**src/design/flash_read_defines.vh**
```
`ifndef FLASH_READ_DEFINES_VH
`define FLASH_READ_DEFINES_VH

// ----------------------------------------
// protocol codes on i_protocol
// ----------------------------------------
`define PROTO_EXT 2'h0
`define PROTO_DUAL 2'h1
`define PROTO_QUAD 2'h2

// ----------------------------------------
// opcodes, 3-byte and configurable address
// ----------------------------------------
`define OP_DISCOVERY 8'h5A
`define OP_READ 8'h03
`define OP_FAST 8'h0B
`define OP_DUAL_OUT 8'h3B
`define OP_DUAL_IO 8'hBB
`define OP_QUAD_OUT 8'h6B
`define OP_QUAD_IO 8'hEB
`define OP_DTR_FAST 8'h0D
`define OP_DTR_DUAL_OUT 8'h3D
`define OP_DTR_DUAL_IO 8'hBD
`define OP_DTR_QUAD_OUT 8'h6D
`define OP_DTR_QUAD_IO 8'hED
`define OP_WORD_READ 8'hE7

// ----------------------------------------
// opcodes, dedicated 4-byte address
// ----------------------------------------
`define OP4_READ 8'h13
`define OP4_FAST 8'h0C
`define OP4_DUAL_OUT 8'h3C
`define OP4_DUAL_IO 8'hBC
`define OP4_QUAD_OUT 8'h6C
`define OP4_QUAD_IO 8'hEC
`define OP4_DTR_FAST 8'h0E
`define OP4_DTR_DUAL_IO 8'hBE
`define OP4_DTR_QUAD_IO 8'hEE

// ----------------------------------------
// phase lengths and table geometry
// ----------------------------------------
`define OPCODE_BITS 6'd8
`define ADDR3_BITS 6'd24
`define ADDR4_BITS 6'd32
`define DISCOVERY_DUMMY 4'h8
`define WORD_READ_DUMMY 4'h4
`define DISCOVERY_MASK 32'h000007FF
`define BYTE_BITS 4'h8

`endif

```
**src/design/flash_read_path.v**
```verilog
`timescale 1ns/1ps
`default_nettype none
`include "flash_read_defines.vh"

module flash_read_path #(
    parameter MEM_AW = 27
) (
    input wire i_clk,
    input wire i_srst,
    input wire i_sclk,
    input wire i_cs_n,
    input wire [3:0] i_dq,
    output wire [3:0] o_dq,
    output wire [3:0] o_dq_oe,
    input wire [1:0] i_protocol,
    input wire i_dtr_en,
    input wire i_nv_addr4,
    input wire i_enter_addr4,
    input wire i_exit_addr4,
    input wire [3:0] i_dummy_cycles,
    output wire o_addr4_mode,
    output wire [31:0] o_rd_addr,
    output wire o_rd_discovery,
    output wire o_rd_strobe,
    input wire [7:0] i_rd_data,
    output wire o_busy,
    output wire o_bad_cmd
);

    localparam S_IDLE = 7'h01;
    localparam S_CMD = 7'h02;
    localparam S_DEC = 7'h04;
    localparam S_ADDR = 7'h08;
    localparam S_DUM = 7'h10;
    localparam S_DATA = 7'h20;
    localparam S_IGN = 7'h40;

    // ----------------------------------------
    // helpers
    // ----------------------------------------
    function [31:0] shift_in;
        input [31:0] v;
        input [3:0] b;
        input [2:0] w;
        begin
            case (w)
                3'd2: shift_in = {v[29:0], b[1:0]};
                3'd4: shift_in = {v[27:0], b[3:0]};
                default: shift_in = {v[30:0], b[0]};
            endcase
        end
    endfunction

    function [3:0] out_bits;
        input [7:0] v;
        input [2:0] w;
        begin
            case (w)
                3'd2: out_bits = {2'b00, v[7:6]};
                3'd4: out_bits = v[7:4];
                default: out_bits = {2'b00, v[7], 1'b0};
            endcase
        end
    endfunction

    function [3:0] oe_bits;
        input [2:0] w;
        begin
            case (w)
                3'd2: oe_bits = 4'h3;
                3'd4: oe_bits = 4'hF;
                default: oe_bits = 4'h2;
            endcase
        end
    endfunction

    // ----------------------------------------
    // pin synchronisers and edge detect
    // ----------------------------------------
    wire [5:0] pins_s;
    wire sclk_s;
    wire cs_n_s;
    wire [3:0] dq_s;
    reg sclk_p_q;

    pin_sync #(
        .WIDTH(6)
    ) u_sync (
        .i_clk(i_clk),
        .i_srst(i_srst),
        .i_async({i_sclk, i_cs_n, i_dq}),
        .o_sync(pins_s)
    );

    assign sclk_s = pins_s[5];
    assign cs_n_s = pins_s[4];
    assign dq_s = pins_s[3:0];

    always @(posedge i_clk) begin
        if (i_srst) begin
            sclk_p_q <= 1'b0;
        end else begin
            sclk_p_q <= sclk_s;
        end
    end

    wire rise = sclk_s & ~sclk_p_q;
    wire fall = ~sclk_s & sclk_p_q;

    // ----------------------------------------
    // address mode register
    // ----------------------------------------
    reg addr4_q;

    always @(posedge i_clk) begin
        if (i_srst) begin
            addr4_q <= i_nv_addr4;
        end else if (i_enter_addr4) begin
            addr4_q <= 1'b1;
        end else if (i_exit_addr4) begin
            addr4_q <= 1'b0;
        end
    end

    // ----------------------------------------
    // opcode decode
    // ----------------------------------------
    reg [7:0] op_q;
    wire dec_valid;
    wire dec_disc;
    wire dec_a4;
    wire dec_dtr;
    wire [2:0] dec_aw;
    wire [2:0] dec_dw;
    wire [3:0] dec_dum;

    read_decoder u_dec (
        .i_opcode(op_q),
        .i_protocol(i_protocol),
        .i_dtr_en(i_dtr_en),
        .i_addr4_mode(addr4_q),
        .i_dummy_cycles(i_dummy_cycles),
        .o_valid(dec_valid),
        .o_discovery(dec_disc),
        .o_addr4(dec_a4),
        .o_dtr(dec_dtr),
        .o_addr_lines(dec_aw),
        .o_data_lines(dec_dw),
        .o_dummy(dec_dum)
    );

    // ----------------------------------------
    // sequencer state
    // ----------------------------------------
    reg [6:0] state_q;
    reg [5:0] cnt_q;
    reg [31:0] addr_q;
    reg disc_q;
    reg dtr_q;
    reg a4_q;
    reg [2:0] aw_q;
    reg [2:0] dw_q;
    reg [3:0] dcnt_q;
    reg started_q;
    reg [7:0] sh_q;
    reg [3:0] rem_q;
    reg [3:0] dq_q;
    reg [3:0] oe_q;
    reg strobe_q;
    reg bad_q;

    wire [2:0] pw = (i_protocol == `PROTO_DUAL) ? 3'd2 :
                    (i_protocol == `PROTO_QUAD) ? 3'd4 : 3'd1;
    wire cmd_edge = rise | (i_dtr_en & fall);
    wire addr_edge = rise | (dtr_q & fall & (cnt_q != 6'd0));
    wire out_edge = fall | (dtr_q & started_q & rise);
    wire [31:0] op_next = shift_in({24'h000000, op_q}, dq_s, pw);
    wire [31:0] addr_next = shift_in(addr_q, dq_s, aw_q);
    wire [5:0] abits = a4_q ? `ADDR4_BITS : `ADDR3_BITS;
    wire [31:0] mem_mask = ~(32'hFFFFFFFF << MEM_AW);
    wire [31:0] wrap_mask = disc_q ? `DISCOVERY_MASK : mem_mask;
    wire [7:0] cur_byte = (rem_q == 4'h0) ? i_rd_data : sh_q;
    wire [3:0] rem_base = (rem_q == 4'h0) ? `BYTE_BITS : rem_q;

    always @(posedge i_clk) begin
        if (i_srst) begin
            state_q <= S_IDLE;
            cnt_q <= 6'd0;
            op_q <= 8'h00;
            addr_q <= 32'h00000000;
            disc_q <= 1'b0;
            dtr_q <= 1'b0;
            a4_q <= 1'b0;
            aw_q <= 3'd1;
            dw_q <= 3'd1;
            dcnt_q <= 4'h0;
            started_q <= 1'b0;
            sh_q <= 8'h00;
            rem_q <= 4'h0;
            dq_q <= 4'h0;
            oe_q <= 4'h0;
            strobe_q <= 1'b0;
            bad_q <= 1'b0;
        end else begin
            strobe_q <= 1'b0;
            bad_q <= 1'b0;
            if (cs_n_s) begin
                state_q <= S_IDLE;
                oe_q <= 4'h0;
                started_q <= 1'b0;
            end else begin
                case (state_q)
                    S_IDLE: begin
                        state_q <= S_CMD;
                        cnt_q <= 6'd0;
                        op_q <= 8'h00;
                    end
                    S_CMD: begin
                        if (cmd_edge) begin
                            op_q <= op_next[7:0];
                            cnt_q <= cnt_q + {3'd0, pw};
                            if (cnt_q + {3'd0, pw} >= `OPCODE_BITS) begin
                                state_q <= S_DEC;
                            end
                        end
                    end
                    S_DEC: begin
                        disc_q <= dec_disc;
                        dtr_q <= dec_dtr;
                        a4_q <= dec_a4;
                        aw_q <= dec_aw;
                        dw_q <= dec_dw;
                        dcnt_q <= dec_dum;
                        cnt_q <= 6'd0;
                        addr_q <= 32'h00000000;
                        rem_q <= 4'h0;
                        if (dec_valid) begin
                            state_q <= S_ADDR;
                        end else begin
                            state_q <= S_IGN;
                            bad_q <= 1'b1;
                        end
                    end
                    S_ADDR: begin
                        if (addr_edge) begin
                            addr_q <= addr_next;
                            cnt_q <= cnt_q + {3'd0, aw_q};
                            if (cnt_q + {3'd0, aw_q} >= abits) begin
                                addr_q <= addr_next & wrap_mask;
                                if (dcnt_q == 4'h0) begin
                                    state_q <= S_DATA;
                                end else begin
                                    state_q <= S_DUM;
                                end
                            end
                        end
                    end
                    S_DUM: begin
                        if (rise) begin
                            dcnt_q <= dcnt_q - 4'h1;
                            if (dcnt_q == 4'h1) begin
                                state_q <= S_DATA;
                            end
                        end
                    end
                    S_DATA: begin
                        if (out_edge) begin
                            started_q <= 1'b1;
                            oe_q <= oe_bits(dw_q);
                            dq_q <= out_bits(cur_byte, dw_q);
                            sh_q <= cur_byte << dw_q;
                            rem_q <= rem_base - {1'b0, dw_q};
                            if (rem_q == 4'h0) begin
                                strobe_q <= 1'b1;
                                addr_q <= (addr_q + 32'h1) & wrap_mask;
                            end
                        end
                    end
                    S_IGN: begin
                        oe_q <= 4'h0;
                    end
                    default: begin
                        state_q <= S_IDLE;
                    end
                endcase
            end
        end
    end

    // ----------------------------------------
    // outputs
    // ----------------------------------------
    assign o_dq = dq_q;
    assign o_dq_oe = oe_q;
    assign o_addr4_mode = addr4_q;
    assign o_rd_addr = addr_q;
    assign o_rd_discovery = disc_q;
    assign o_rd_strobe = strobe_q;
    assign o_busy = (state_q != S_IDLE);
    assign o_bad_cmd = bad_q;

endmodule // flash_read_path

`default_nettype wire

```
**src/design/pin_sync.v**
```verilog
`timescale 1ns/1ps
`default_nettype none

module pin_sync #(
    parameter WIDTH = 6
) (
    input wire i_clk,
    input wire i_srst,
    input wire [WIDTH-1:0] i_async,
    output wire [WIDTH-1:0] o_sync
);

    // ----------------------------------------
    // two flops per bit
    // ----------------------------------------
    genvar g;
    generate
        for (g = 0; g < WIDTH; g = g + 1) begin : g_bit
            reg meta_q;
            reg sync_q;
            always @(posedge i_clk) begin
                if (i_srst) begin
                    meta_q <= 1'b1;
                    sync_q <= 1'b1;
                end else begin
                    meta_q <= i_async[g];
                    sync_q <= meta_q;
                end
            end
            assign o_sync[g] = sync_q;
        end
    endgenerate

endmodule // pin_sync

`default_nettype wire

```
**src/design/read_decoder.v**
```verilog
`timescale 1ns/1ps
`default_nettype none
`include "flash_read_defines.vh"

module read_decoder (
    input wire [7:0] i_opcode,
    input wire [1:0] i_protocol,
    input wire i_dtr_en,
    input wire i_addr4_mode,
    input wire [3:0] i_dummy_cycles,
    output reg o_valid,
    output reg o_discovery,
    output reg o_addr4,
    output reg o_dtr,
    output reg [2:0] o_addr_lines,
    output reg [2:0] o_data_lines,
    output reg [3:0] o_dummy
);

    reg [2:0] a_ext;
    reg [2:0] d_ext;
    reg [2:0] pw;
    reg known;
    reg dtr_cmd;
    reg a4_cmd;

    // ----------------------------------------
    // opcode table
    // ----------------------------------------
    always @* begin
        known = 1'b1;
        dtr_cmd = 1'b0;
        a4_cmd = 1'b0;
        a_ext = 3'd1;
        d_ext = 3'd1;
        o_discovery = 1'b0;
        o_dummy = i_dummy_cycles;
        case (i_opcode)
            `OP_DISCOVERY: begin
                o_discovery = 1'b1;
                o_dummy = `DISCOVERY_DUMMY;
            end
            `OP_READ, `OP4_READ: begin
                o_dummy = 4'h0;
            end
            `OP_FAST, `OP4_FAST: begin
            end
            `OP_DUAL_OUT, `OP4_DUAL_OUT: begin
                d_ext = 3'd2;
            end
            `OP_DUAL_IO, `OP4_DUAL_IO: begin
                a_ext = 3'd2;
                d_ext = 3'd2;
            end
            `OP_QUAD_OUT, `OP4_QUAD_OUT: begin
                d_ext = 3'd4;
            end
            `OP_QUAD_IO, `OP4_QUAD_IO: begin
                a_ext = 3'd4;
                d_ext = 3'd4;
            end
            `OP_WORD_READ: begin
                a_ext = 3'd4;
                d_ext = 3'd4;
                o_dummy = `WORD_READ_DUMMY;
            end
            `OP_DTR_FAST, `OP4_DTR_FAST: begin
                dtr_cmd = 1'b1;
            end
            `OP_DTR_DUAL_OUT: begin
                dtr_cmd = 1'b1;
                d_ext = 3'd2;
            end
            `OP_DTR_DUAL_IO, `OP4_DTR_DUAL_IO: begin
                dtr_cmd = 1'b1;
                a_ext = 3'd2;
                d_ext = 3'd2;
            end
            `OP_DTR_QUAD_OUT: begin
                dtr_cmd = 1'b1;
                d_ext = 3'd4;
            end
            `OP_DTR_QUAD_IO, `OP4_DTR_QUAD_IO: begin
                dtr_cmd = 1'b1;
                a_ext = 3'd4;
                d_ext = 3'd4;
            end
            default: begin
                known = 1'b0;
            end
        endcase
        case (i_opcode)
            `OP4_READ, `OP4_FAST, `OP4_DUAL_OUT, `OP4_DUAL_IO, `OP4_QUAD_OUT,
            `OP4_QUAD_IO, `OP4_DTR_FAST, `OP4_DTR_DUAL_IO, `OP4_DTR_QUAD_IO: begin
                a4_cmd = 1'b1;
            end
            default: begin
                a4_cmd = 1'b0;
            end
        endcase
        case (i_protocol)
            `PROTO_DUAL: pw = 3'd2;
            `PROTO_QUAD: pw = 3'd4;
            default: pw = 3'd1;
        endcase
        // ----------------------------------------
        // line widths and mode resolution
        // ----------------------------------------
        o_addr_lines = (i_protocol == `PROTO_EXT) ? a_ext : pw;
        o_data_lines = (i_protocol == `PROTO_EXT) ? d_ext : pw;
        o_dtr = (dtr_cmd | i_dtr_en) & ~o_discovery;
        o_addr4 = a4_cmd | (i_addr4_mode & ~o_discovery);
        o_valid = known & (i_protocol != 2'h3);
        if (i_protocol != `PROTO_EXT && d_ext != 3'd1 && d_ext != pw) begin
            o_valid = 1'b0;
        end
        if (i_opcode == `OP_WORD_READ && (i_protocol == `PROTO_DUAL || o_dtr)) begin
            o_valid = 1'b0;
        end
    end

endmodule // read_decoder

`default_nettype wire

```
**config.mk**
```make
export PLATFORM = sky130hd
export DESIGN_NAME = flash_read_path
export DESIGN_NICKNAME = d
export VERILOG_FILES = /design/src/design/flash_read_path.v /design/src/design/pin_sync.v /design/src/design/read_decoder.v
export VERILOG_INCLUDE_DIRS = /design/src /design/src/design
export SDC_FILE = /design/constraint.sdc
export NUM_CORES = 1
export LEC_CHECK = 0
export BUFFER_PORTS_ARGS = -buffer_cell sky130_fd_sc_hd__buf_2
export CAP_MARGIN = 10
export CORE_UTILIZATION = 30
export DETAILED_ROUTE_END_ITERATION = 10
export SETUP_SLACK_MARGIN = 0.02
export SLEW_MARGIN = 20
export SYNTH_ARGS = -nofsm -noshare
export SYNTH_HDL_FRONTEND = slang
export SYNTH_SLANG_ARGS = --single-unit
```
**constraint.sdc**
```tcl
create_clock -name i_clk -period 2.8 [get_ports i_clk]
set_input_delay 0.28 -clock i_clk [delete_from_list [all_inputs] [get_ports i_clk]]
set_output_delay 0.28 -clock i_clk [all_outputs]
set_load 0.05 [all_outputs]
```
# --- Yosys cells after proc, flatten, opt, wreduce, memory -nomap -nowiden ---
# Cells that the tools add are included.
classes:
  n_addsub: 5
  magnitude_cmp: 2
  eq_ne: 50
  shifts: 1
  mux: 52
  bitwise_logic: 25
  n_reduce_logical: 39
op_table:
  columns: ["cell", "count"]
  rows:
  - ["$mux W32", 4]
  - ["$pmux W32 S3", 1]
  - ["$eq A8 B8 Y1 const B", 9]
  - ["$and A32 B27 Y32", 2]
  - ["$pmux W32 S2", 1]
  - ["$mux W7", 7]
  - ["$pmux W7 S6", 1]
  - ["$pmux W4 S2", 5]
  - ["$add A32 B1 Y32 const B", 1]
  - ["$eq A8 B4 Y1 const B", 4]
  - ["$eq A8 B7 Y1 const B", 4]
  - ["$pmux W8 S2", 2]
  - ["$mux W27", 1]
  - ["$eq A8 B6 Y1 const B", 3]
  - ["$mux W6", 4]
  - ["$reduce_or A22 Y1", 1]
  - ["$ne A2 B2 Y1 const B", 9]
  - ["$pmux W3 S2", 3]
  - ["$pmux W6 S3", 1]
  - ["$mux W4", 4]
  - ["$mux W8", 2]
  - ["$reduce_or A8 Y1", 2]
  - ["$add A6 B3 Y6", 2]
  - ["$mux W3", 4]
  - ["45 further kinds", 97]
totals:
  ff_bits: 103
  out_inout_bits: 45

# --- Longest topological paths before layout ---
# Gate-level depths: netlist of run 1.
depth:
  word_depth: 10
  mapped_depth: 13
  depth_no_buf: 13

# --- Cells and area by module ---
# A second synthesis of run 1 with hierarchy kept.
unflattened:
  hier_cells: 929
  area_unflattened_um2: 7210.7
modules_own_cells:
  columns: ["module", "n_inst", "cells_each", "area_each_um2"]
  rows:
  - ["flash_read_path", 1, 807, 6164.7]
  - ["read_decoder", 1, 91, 680.7]
  - ["pin_sync", 1, 31, 365.4]

# --- Worst setup path before layout of run 1 ---
# No wires, ideal clock.
synth_timing:
  kind: "register -> register"
  from: "register cnt_q[1]"
  to: "register addr_q[12], in the netlist o_rd_addr[12]"
  arrival_time_ns: 2.994
  slack_ns: -0.311
  path_stages_with_launch: 13
  period_less_slack_ns: 3.111
  cell_sequence: "dfxtp_1 ha_1 a21o_1 a21oi_1 nor2_1 xnor2_1 ha_1 o21a_1 nor2_1 o31ai_1 clkbuf_1 o21ai_0 a32o_1"
synth_via:
  elab_chain_cells: 5
  elab_cells_between_ends: 10
  cone_classes: "1 x add/sub; 1 x order compare; 1 x eq/ne; 3 x mux; 2 x bitwise; 2 x reduce/logical"
synth_rtl:
  columns: ["element", "line_no", "rtl"]
  rows:
  - ["start, declared", "flash_read_path.v:156", "reg [5:0] cnt_q;"]
  - ["start signal, assigned", "flash_read_path.v:221", "cnt_q <= cnt_q + {3'd0, pw};"]
  - ["start signal, assigned", "flash_read_path.v:247", "cnt_q <= cnt_q + {3'd0, aw_q};"]
  - ["$add A6 B3 Y6 or $reduce_bool A6 Y1 (tied branches)", "flash_read_path.v:248, flash_read_path.v:175", null]
  - ["$ge A6 B6 Y1 or $and A1 B1 Y1 (tied branches)", "flash_read_path.v:248, flash_read_path.v:175", null]
  - ["$mux W32 or $or A1 B1 Y1 (tied branches)", "flash_read_path.v:248, flash_read_path.v:175", null]
  - ["$mux W32 or $ne A2 B2 Y1 (tied branches)", null, null]
  - ["$pmux W32 S3 or $reduce_and A5 Y1 (tied branches)", null, null]
  - ["end signal, assigned", "flash_read_path.v:246", "addr_q <= addr_next;"]
  - ["end signal, assigned", "flash_read_path.v:249", "addr_q <= addr_next & wrap_mask;"]
  - ["end signal, assigned", "flash_read_path.v:275", "addr_q <= (addr_q + 32'h1) & wrap_mask;"]
  - ["end, declared", "flash_read_path.v:157", "reg [31:0] addr_q;"]
# Several ways; a longest one is shown, not always the timed one. The select of a mux whose other input is x is not followed.
# A chain may end at the register's enable or synchronous reset.

# --- Worst setup path after layout of run 1 ---
layout_timing:
  from: "register cnt_q[1]"
  to: "register addr_q[20], in the netlist o_rd_addr[20]"
# The elaborated chain is that of the path after synthesis.

==> results of run 1 <==
## area by class of cell
| cell class | count | area [sq um] | share of cell area (%) |
|---|---|---|---|
| Timing Repair Buffer | 132 | 855 | 10.7 |
| Multi-Input combinational cell | 663 | 4350 | 54.6 |
| Clock buffer | 11 | 243 | 3.05 |
| Sequential cell | 102 | 2060 | 25.9 |
| Inverter | 18 | 67.6 | 0.848 |
| Tap cell | 275 | 344 | 4.32 |
| Clock inverter | 4 | 47.5 | 0.597 |
## layer usage
layer  track usage (%)  wire length [um]  up-vias
met1              23.8              9170     3160
li1                  -                 -     3284
met2              28.7              9170      182
met3              2.74               848       17
met4              7.58               347        0
met5                 0                 0        -
## registers in the layout, summed over array words and instances, names as in the netlist
signal and cells:
a4_q 1, aw_q 3, cnt_q 6, dcnt_q 4
dtr_q 1, dw_q 3, o_addr4_mode 1, o_bad_cmd 1
o_dq 4, o_dq_oe 3, o_rd_addr 32, o_rd_discovery 1
o_rd_strobe 1, op_q 8, rem_q 4, sclk_p_q 1
sh_q 8, started_q 1, state_q 7, u_sync.g_bit.meta_q 6
u_sync.g_bit.sync_q 6
## critical path, delay by kind of cell, from the launching register on
family          cells  cell delay [ns]
fa+ha+maj           2             0.55
simple gates        3             0.17
xor+xnor            1             0.14
buf+inv             1             0.18
flops               1             0.34
compound gates      7             1.24
## kinds of logic (layout without fill, tap and decap cells)
kind of cell	Yosys count	in the layout	synth area share, %
compound gates	295	295	29.6
xor+xnor	13	13	1.74
fa+ha+maj	24	24	4.93
buf+inv	89	165	5.48
flops	102	102	31.3
mux	21	21	3.44
simple gates	310	310	23.5
## cell usage after synthesis (11+ instances only)
library cell	count
a211oi_1	12
a21o_1	11
a21oi_1	100
a22o_1	16
a22oi_1	41
a31oi_1	15
clkbuf_1	60
dfxtp_1	101
ha_1	21
inv_1	17
mux2i_1	18
nand2_1	66
nand2b_1	12
nand3_1	15
nor2_1	93
nor3_1	36
o21ai_0	42
or2_2	19
## worst min path at each step
stage	end	slack, ns	cells after the start
finish	u_sync.g_bit[2].meta_q	0.09	2
global route	u_sync.g_bit[5].meta_q	0.09	2
CTS	u_sync.g_bit[2].meta_q	0.09	2
detailed placement	u_sync.g_bit[3].sync_q	0.39	1
global placement	u_sync.g_bit[3].sync_q	0.39	1
floorplan	u_sync.g_bit[0].meta_q	0.38	1
## power by group through the flow
stage | registers [mW] | clock network [mW] | logic, mW
floorplan | 1.51 | 0 | 0.123
global placement | 1.51 | 0 | 0.197
detailed placement | 1.51 | 0 | 0.199
CTS | 1.48 | 1.32 | 0.203
global route | 1.48 | 1.38 | 0.227
finish | 1.48 | 1.30 | 0.202
## repair_timing
item                                    CTS  global route
cloned                                    0             0
resized for setup                        17            25
buffers inserted                          4             2
pin swaps                                11             8
endpoints found under the setup margin   14            26
==> impl_metrics.ini, run 1 <==
[power_and_ir_drop]
seq_power_share_pct = 49.6
pwr-share-comb_pct = 6.8
switching_power_mw = 0.718
p_per_area_mw_per_mm2 = 374
leakage_nw = 3.07
intPower_mw = 2.26
clockPowerShare_pct = 43.6
ir_worst_vdd_v = 0.000241
power.total_mw = 2.98
p_sw_share_pct = 24.1

[worst_setup_path]
worstRegToRegCells = 14
regToRegEndpoint = o_rd_addr[20]
cpPeakStageDelay_ns = 0.38
crit_end = o_rd_addr[20]
worstPathCellList = ha_4 -> a21o_1 -> a21oi_4 -> nor2_1 -> xnor2_1 -> ha_2 -> o21a_1 -> nor2_2 -> o31ai_4 -> buf_4 -> a21oi_2 -> a31o_2 -> a21oi_2 -> nor3_1
timing.rr.start = cnt_q[1]
worst_path_most_repeated_cell = a21oi_2
start_kind = register
critical_path_class = register to register
startpoint = cnt_q[1]
cpMaxStageDelayCell = o31ai_4
required_ns = 3.03
crit_arrival_ns = 3.00
end_kind = register
r2r_setup_slack_ns = 0.03
worstPathMaxFanout = 7

[logic_synthesis]
synth_ff_type = dfxtp_1
synth_cell_type_count = 71
syn-cell-area_sq_mm = 0.00655
yosys_warnings = 0
synth_edf_count = 1
async_flop_share_pct = 0
yosysSeqAreaShare_pct = 31.3
syn_inst = 854
ys_ff_latch = 102
synth_top_area_cell = dfxtp_1
avgSynthCellArea_sq_um = 7.67
synth_nets = 904
synth_top_area_share_pct = 30.9
synthTopCellsByArea = dfxtp_1 (31%), a21oi_1 (7.6%), nor2_1 (5.3%)

[timing]
max_clock_freq_mhz = 361
rsz0062_at_grt = true
fin_hold_ws_ns = 0.0940
setup_tns_ns = 0
hold_viol = 0
tightest_slew_ns = 0.809
period_share_pct = 98.9
fin_worst_skew_ns = 0.0148
relSlewSlack_pct = 46.1
worst_slack_ns = 0.0295
finalMaxSlewViolations = 0
period_needed_ns = 2.77
setup_viol = 0

[placed_design]
dp_hpwl_um = 13700
pre_cts_ws_ns = -0.110
placed_area_sq_mm = 0.00745
place_inst = 1184
port_buffers = 70
gp_congestion = 0.851

[clock_network]
cts_tree = done
clk_latency_ns = 0.37
clockBufferDepth = 2
path_clk_slew_ns = 0.08
cts.root.buffer_cell = clkbuf_16
cts_buffers = 9
cts_hold_buf = 0
clock-sinks = 102
cts_max_level = 3

[floorplan]
core_sq_mm = 0.0212
fp.dieArea_sq_mm = 0.0224
start_util_pct = 30.9
die_x_um = 150
io_pins = 71
rows = 53
die_h_um = 150

[cells_and_area]
nFillCells = 2221
layout.nets = 976
drive_above_1_share_pct = 22.8
diodes = 0
fin_cells = 1205
area_growth_pct = 21.6
final_util_pct = 37.5
final_cell_mix = dfxtp_1 (96), a21oi_1 (95), nor2_1 (91)
final_common_cell = dfxtp_1
finalInstanceArea_sq_mm = 0.00797

[route]
drt-total-wl_um = 19500
wl_per_cell_um = 16.2
first_pass_iters = 5
drtAntennaViolNets = 0
via_count = 6643
drc_errors = 0
viasPerCell = 5.51
drtIter0Drc = 403

[global_routing]
grt_max_degree = 37
track_usage_pct = 17.9
first_global_vias = 6184
grt_pass1_wl_um = 31900
antenna_found_initial = 1
grt-ovfl-total = 0

[run]
cap_viol_max_count = 0

[hold_path]
hp-class = input port to register
min_from = i_dq[2]

[outcome]
status = completed
(Power assumes the default switching activity.)
==> run 2: changes to the inputs <==
Settings changed: REMOVE_ABC_BUFFERS set to 1, SETUP_SLACK_MARGIN 0.02 to 0.3.
==> impl_metrics.ini, run 2 (same netlist as run 1, synthesis figures left out) <==
[outcome]
status = completed

[power_and_ir_drop]
ir_worst_vdd_v = 0.000235
leakage_nw = 3.21
seq_power_share_pct = 48.9
pwr-share-comb_pct = 7.3
switching_power_mw = 0.717
p_sw_share_pct = 23.7
intPower_mw = 2.30
clockPowerShare_pct = 43.8
p_per_area_mw_per_mm2 = 364

[placed_design]
dp_hpwl_um = 13500
placed_area_sq_mm = 0.00745
gp_congestion = 0.862
port_buffers = 70

[global_routing]
grt_pass1_wl_um = 32000
track_usage_pct = 17.9
grt-ovfl-total = 0
antenna_found_initial = 0
grt_max_degree = 29
first_global_vias = 6221

[timing]
period_needed_ns = 2.77
fin_hold_ws_ns = 0.105
relSlewSlack_pct = 58.1
hold_viol = 0
rsz0062_at_grt = true
setup_viol = 0
period_share_pct = 98.8
tightest_slew_ns = 0.627
finalMaxSlewViolations = 0
max_clock_freq_mhz = 362
fin_worst_skew_ns = 0.0153

[floorplan]
die_x_um = 150
start_util_pct = 30.9
io_pins = 71
fp.dieArea_sq_mm = 0.0224
rows = 53
core_sq_mm = 0.0212
die_h_um = 150

[route]
drt-total-wl_um = 20000
first_pass_iters = 5
drtAntennaViolNets = 0
drtIter0Drc = 460
viasPerCell = 5.55
wl_per_cell_um = 16.4
drc_errors = 0
via_count = 6781

[worst_setup_path]
required_ns = 3.07
end_kind = register
critical_path_class = register to register
cpMaxStageDelayCell = or3b_4
worst_path_most_repeated_cell = a21o_1
start_kind = register
crit_arrival_ns = 3.03
worstPathCellList = buf_6 -> fa_2 -> a21o_1 -> nand2_2 -> xnor2_2 -> ha_2 -> or3b_4 -> a31oi_4 -> o31ai_4 -> a21o_1 -> o21ai_1 -> a21oi_1 -> a311oi_1
cpPeakStageDelay_ns = 0.39
worstPathMaxFanout = 8

[clock_network]
cts_hold_buf = 0
cts_max_level = 3
path_clk_slew_ns = 0.08
cts.root.buffer_cell = clkbuf_16
clockBufferDepth = 2
clk_latency_ns = 0.36
cts_buffers = 9
clock-sinks = 102
cts_tree = done

[run]
cap_viol_max_count = 0

[cells_and_area]
finalInstanceArea_sq_mm = 0.00829
final_common_cell = dfxtp_1
final_cell_mix = dfxtp_1 (96), a21oi_1 (91), nor2_1 (86)
layout.nets = 992
diodes = 0
drive_above_1_share_pct = 27.1
largest_reg_flops = 32
area_growth_pct = 26.6

[hold_path]
hp-class = input port to register
## run 2: path summary, 6_finish.rpt
path,start,end,slack (ns),cells after the start
worst max-delay path,cnt_q[1],o_rd_addr[15],0.03,13
worst min-delay path,i_dq[0],u_sync.g_bit[0].meta_q,0.10,2
worst max register to register,cnt_q[1],o_rd_addr[15],0.03,13
worst min register to register,u_sync.g_bit[4].meta_q,u_sync.g_bit[4].sync_q,0.41,1
## run 2: power groups by stage
| stage | registers (mW) | clock network [mW] | logic (mW) |
|---|---|---|---|
| 6_report | 1.48 | 1.32 | 0.221 |
| 5_1_grt | 1.48 | 1.43 | 0.243 |
| 4_1_cts | 1.48 | 1.37 | 0.208 |
| 3_5_place_dp | 1.51 | 0 | 0.197 |
| 3_3_place_gp | 1.51 | 0 | 0.197 |
| 2_1_floorplan | 1.51 | 0 | 0.102 |
## run 2: cell type report
cell class                 instances  area [sq um]
clock buffer                      13           260
clock inverter                     3          42.5
fill                            2236         12900
inverter                          18          67.6
multi-input combinational        663          4470
sequential                       102          2060
tap                              275           344
timing repair buffer             148          1050
## run 2: metrics by stage
step | util (%) | TNS [ns] | setup WS [ns] | std cells | total power, mW
floorplan | - | -27.52 | -1.01 | 783 | 1.62
detailed placement | 35.1 | -4.08 | -0.255 | 1189 | 1.71
global route | 39.1 | -0.233 | -0.0610 | 1222 | 3.15
CTS | 38.1 | 0 | 0.0479 | 1217 | 3.05
global placement | 35.1 | -2.92 | -0.217 | 1189 | 1.71
finish | 39.1 | 0 | 0.0348 | 1222 | 3.02
## run 2: routing by layer
layer	share of wire (%)	global-route usage, %	vias to the layer above
met2	48	29.5	198
met1	46	23.9	3235
met5	0	0	-
li1	-	-	3324
met4	1.6	5.51	0
met3	5.1	2.62	24
## run 2: timing repair
| action | in CTS | in global routing |
|---|---|---|
| setup endpoints to repair | 37 | 54 |
| cloned | 2 | 1 |
| resized for setup | 50 | 48 |
| setup buffers | 10 | 4 |
| pin swaps | 22 | 15 |
## run 2: critical path: cells and delay by family (launching register included)
family / cells / cell delay, ns
buffers and inverters: 1 / 0.12
adder cells (fa/ha/maj): 2 / 0.57
AO/OA/AOI/OAI: 7 / 1.11
AND/OR/NAND/NOR: 2 / 0.47
flip-flops: 1 / 0.35
XOR/XNOR: 1 / 0.07
==> run 3: changes to the inputs <==
Clock period 2.8 ns to 3 ns, I/O delays scaled along.
==> impl_metrics.ini, run 3 (same netlist as run 1, synthesis figures left out) <==
[floorplan]
start_util_pct = 30.9
rows = 53
die_x_um = 150
die_h_um = 150
io_pins = 71
core_sq_mm = 0.0212
fp.dieArea_sq_mm = 0.0224

[cells_and_area]
final_cell_mix = dfxtp_1 (97), a21oi_1 (96), nor2_1 (93)
fin_cells = 1195
layout.nets = 965
diodes = 0
final_common_cell = dfxtp_1
drive_above_1_share_pct = 21.3
largest_reg_flops = 32
finalInstanceArea_sq_mm = 0.00785
final_util_pct = 37.0
nFillCells = 2263
area_growth_pct = 19.8

[timing]
fin_hold_ws_ns = 0.130
max_clock_freq_mhz = 360
rsz0062_at_grt = true
period_share_pct = 92.6
hold_viol = 0
period_needed_ns = 2.78
finalMaxSlewViolations = 0
worst_slack_ns = 0.221
tightest_slew_ns = 0.723
relSlewSlack_pct = 51.4
fin_worst_skew_ns = 0.0104
setup_viol = 0

[clock_network]
path_clk_slew_ns = 0.07
cts.root.buffer_cell = clkbuf_16
clk_latency_ns = 0.35
cts_tree = done
clockBufferDepth = 2
clock-sinks = 102
cts_buffers = 9
cts_max_level = 3
cts_hold_buf = 0

[worst_setup_path]
required_ns = 3.24
start_kind = register
critical_path_class = register to register
crit_arrival_ns = 3.02
r2r_setup_slack_ns = 0.22
end_kind = register
worstPathMaxFanout = 7
regToRegEndpoint = o_rd_addr[20]
timing.rr.start = cnt_q[1]
worstRegToRegCells = 14

[run]
cap_viol_max_count = 0

[placed_design]
place_inst = 1171
placed_area_sq_mm = 0.00732
port_buffers = 70
gp_congestion = 0.843
pre_cts_ws_ns = -0.167
dp_hpwl_um = 13100

[route]
drc_errors = 0
viasPerCell = 5.53
first_pass_iters = 5
drtIter0Drc = 414
drtAntennaViolNets = 0
dr_wl_met3_um = 804
top_layer = met4
met1Wirelength_um = 8950
drt-total-wl_um = 19300
wl_met2_um = 9200
via_count = 6607
wl_per_cell_um = 16.2

[global_routing]
grt_max_degree = 43
grt-ovfl-total = 0
first_global_vias = 6171
antenna_found_initial = 0
grt_pass1_wl_um = 31500
track_usage_pct = 17.4

[hold_path]
min_to = u_sync.g_bit[1].meta_q
hp-class = input port to register
whs_path_depth = 2
min_from = i_dq[1]

[power_and_ir_drop]
p_per_area_mw_per_mm2 = 357
ir_worst_vdd_v = 0.000219
leakage_nw = 3.00

[outcome]
status = completed
## run 3: cell types whose count changed in the layout (fill, tap and decap cells not counted), sizes merged
| cell | delta |
|---|---|
| buf | -27 |
## run 3: repair_timing
item / CTS / global route
setup endpoints to repair: 29 / 42
pin swaps: 12 / 2
buffers inserted: 6 / 2
resized for setup: 29 / 11
## run 3: how the worst max path moves through the flow
stage,startpoint,slack (ns),end,depth (start not counted)
final,cnt_q[1],0.22,o_rd_addr[20],14
after global routing,cnt_q[1],0.07,o_rd_addr[23],13
after CTS,cnt_q[1],0.24,o_rd_addr[23],13
after detailed placement,cnt_q[0],-0.17,o_rd_addr[23],13
after global placement,cnt_q[0],-0.13,o_rd_addr[20],13
after floorplan,rem_q[1],-0.81,o_rd_addr[12],6
## run 3: layout make-up
type / count / area (sq um) / share of cell area, %
inverters: 18 / 67.6 / 0.861
well taps: 275 / 344 / 4.39
multi-input cells: 663 / 4310 / 54.9
clock inverters: 3 / 42.5 / 0.542
repair buffers: 121 / 769 / 9.81
flip-flops and latches: 102 / 2060 / 26.2
clock buffers: 13 / 260 / 3.32
## run 3: report_power, final
group	total [mW]	switching, mW	internal, mW
Combinational	0.190	0.112	0.0773
Sequential	1.38	0.0102	1.37
Clock	1.23	0.541	0.694
## run 3: through the flow
stage | power (mW) | setup TNS, ns
after floorplan | 1.51 | -20.01
after global placement | 1.59 | -0.979
after detailed placement | 1.59 | -1.40
after CTS | 2.85 | 0
after global routing | 2.93 | 0
final | 2.80 | 0
## run 3: metal layers
metal  vias to the layer above  GRT usage (%)
li1                       3275              -
met1                      3155           23.1
met2                       154           28.7
met3                        23           2.04
met4                         0           7.02
met5                         -              0
## run 3: worst max-delay path: stages, from the launching register on
cell and delay [ns]:
dfxtp_2 0.35, buf_6 0.12, fa_2 0.38, a21o_1 0.17
nand2_2 0.08, xnor2_2 0.09, ha_4 0.28, o21a_1 0.10
nor2_1 0.07, o31ai_4 0.42, buf_6 0.17, a21oi_2 0.04
a31o_2 0.22, a21oi_2 0.12, nor3_1 0.05
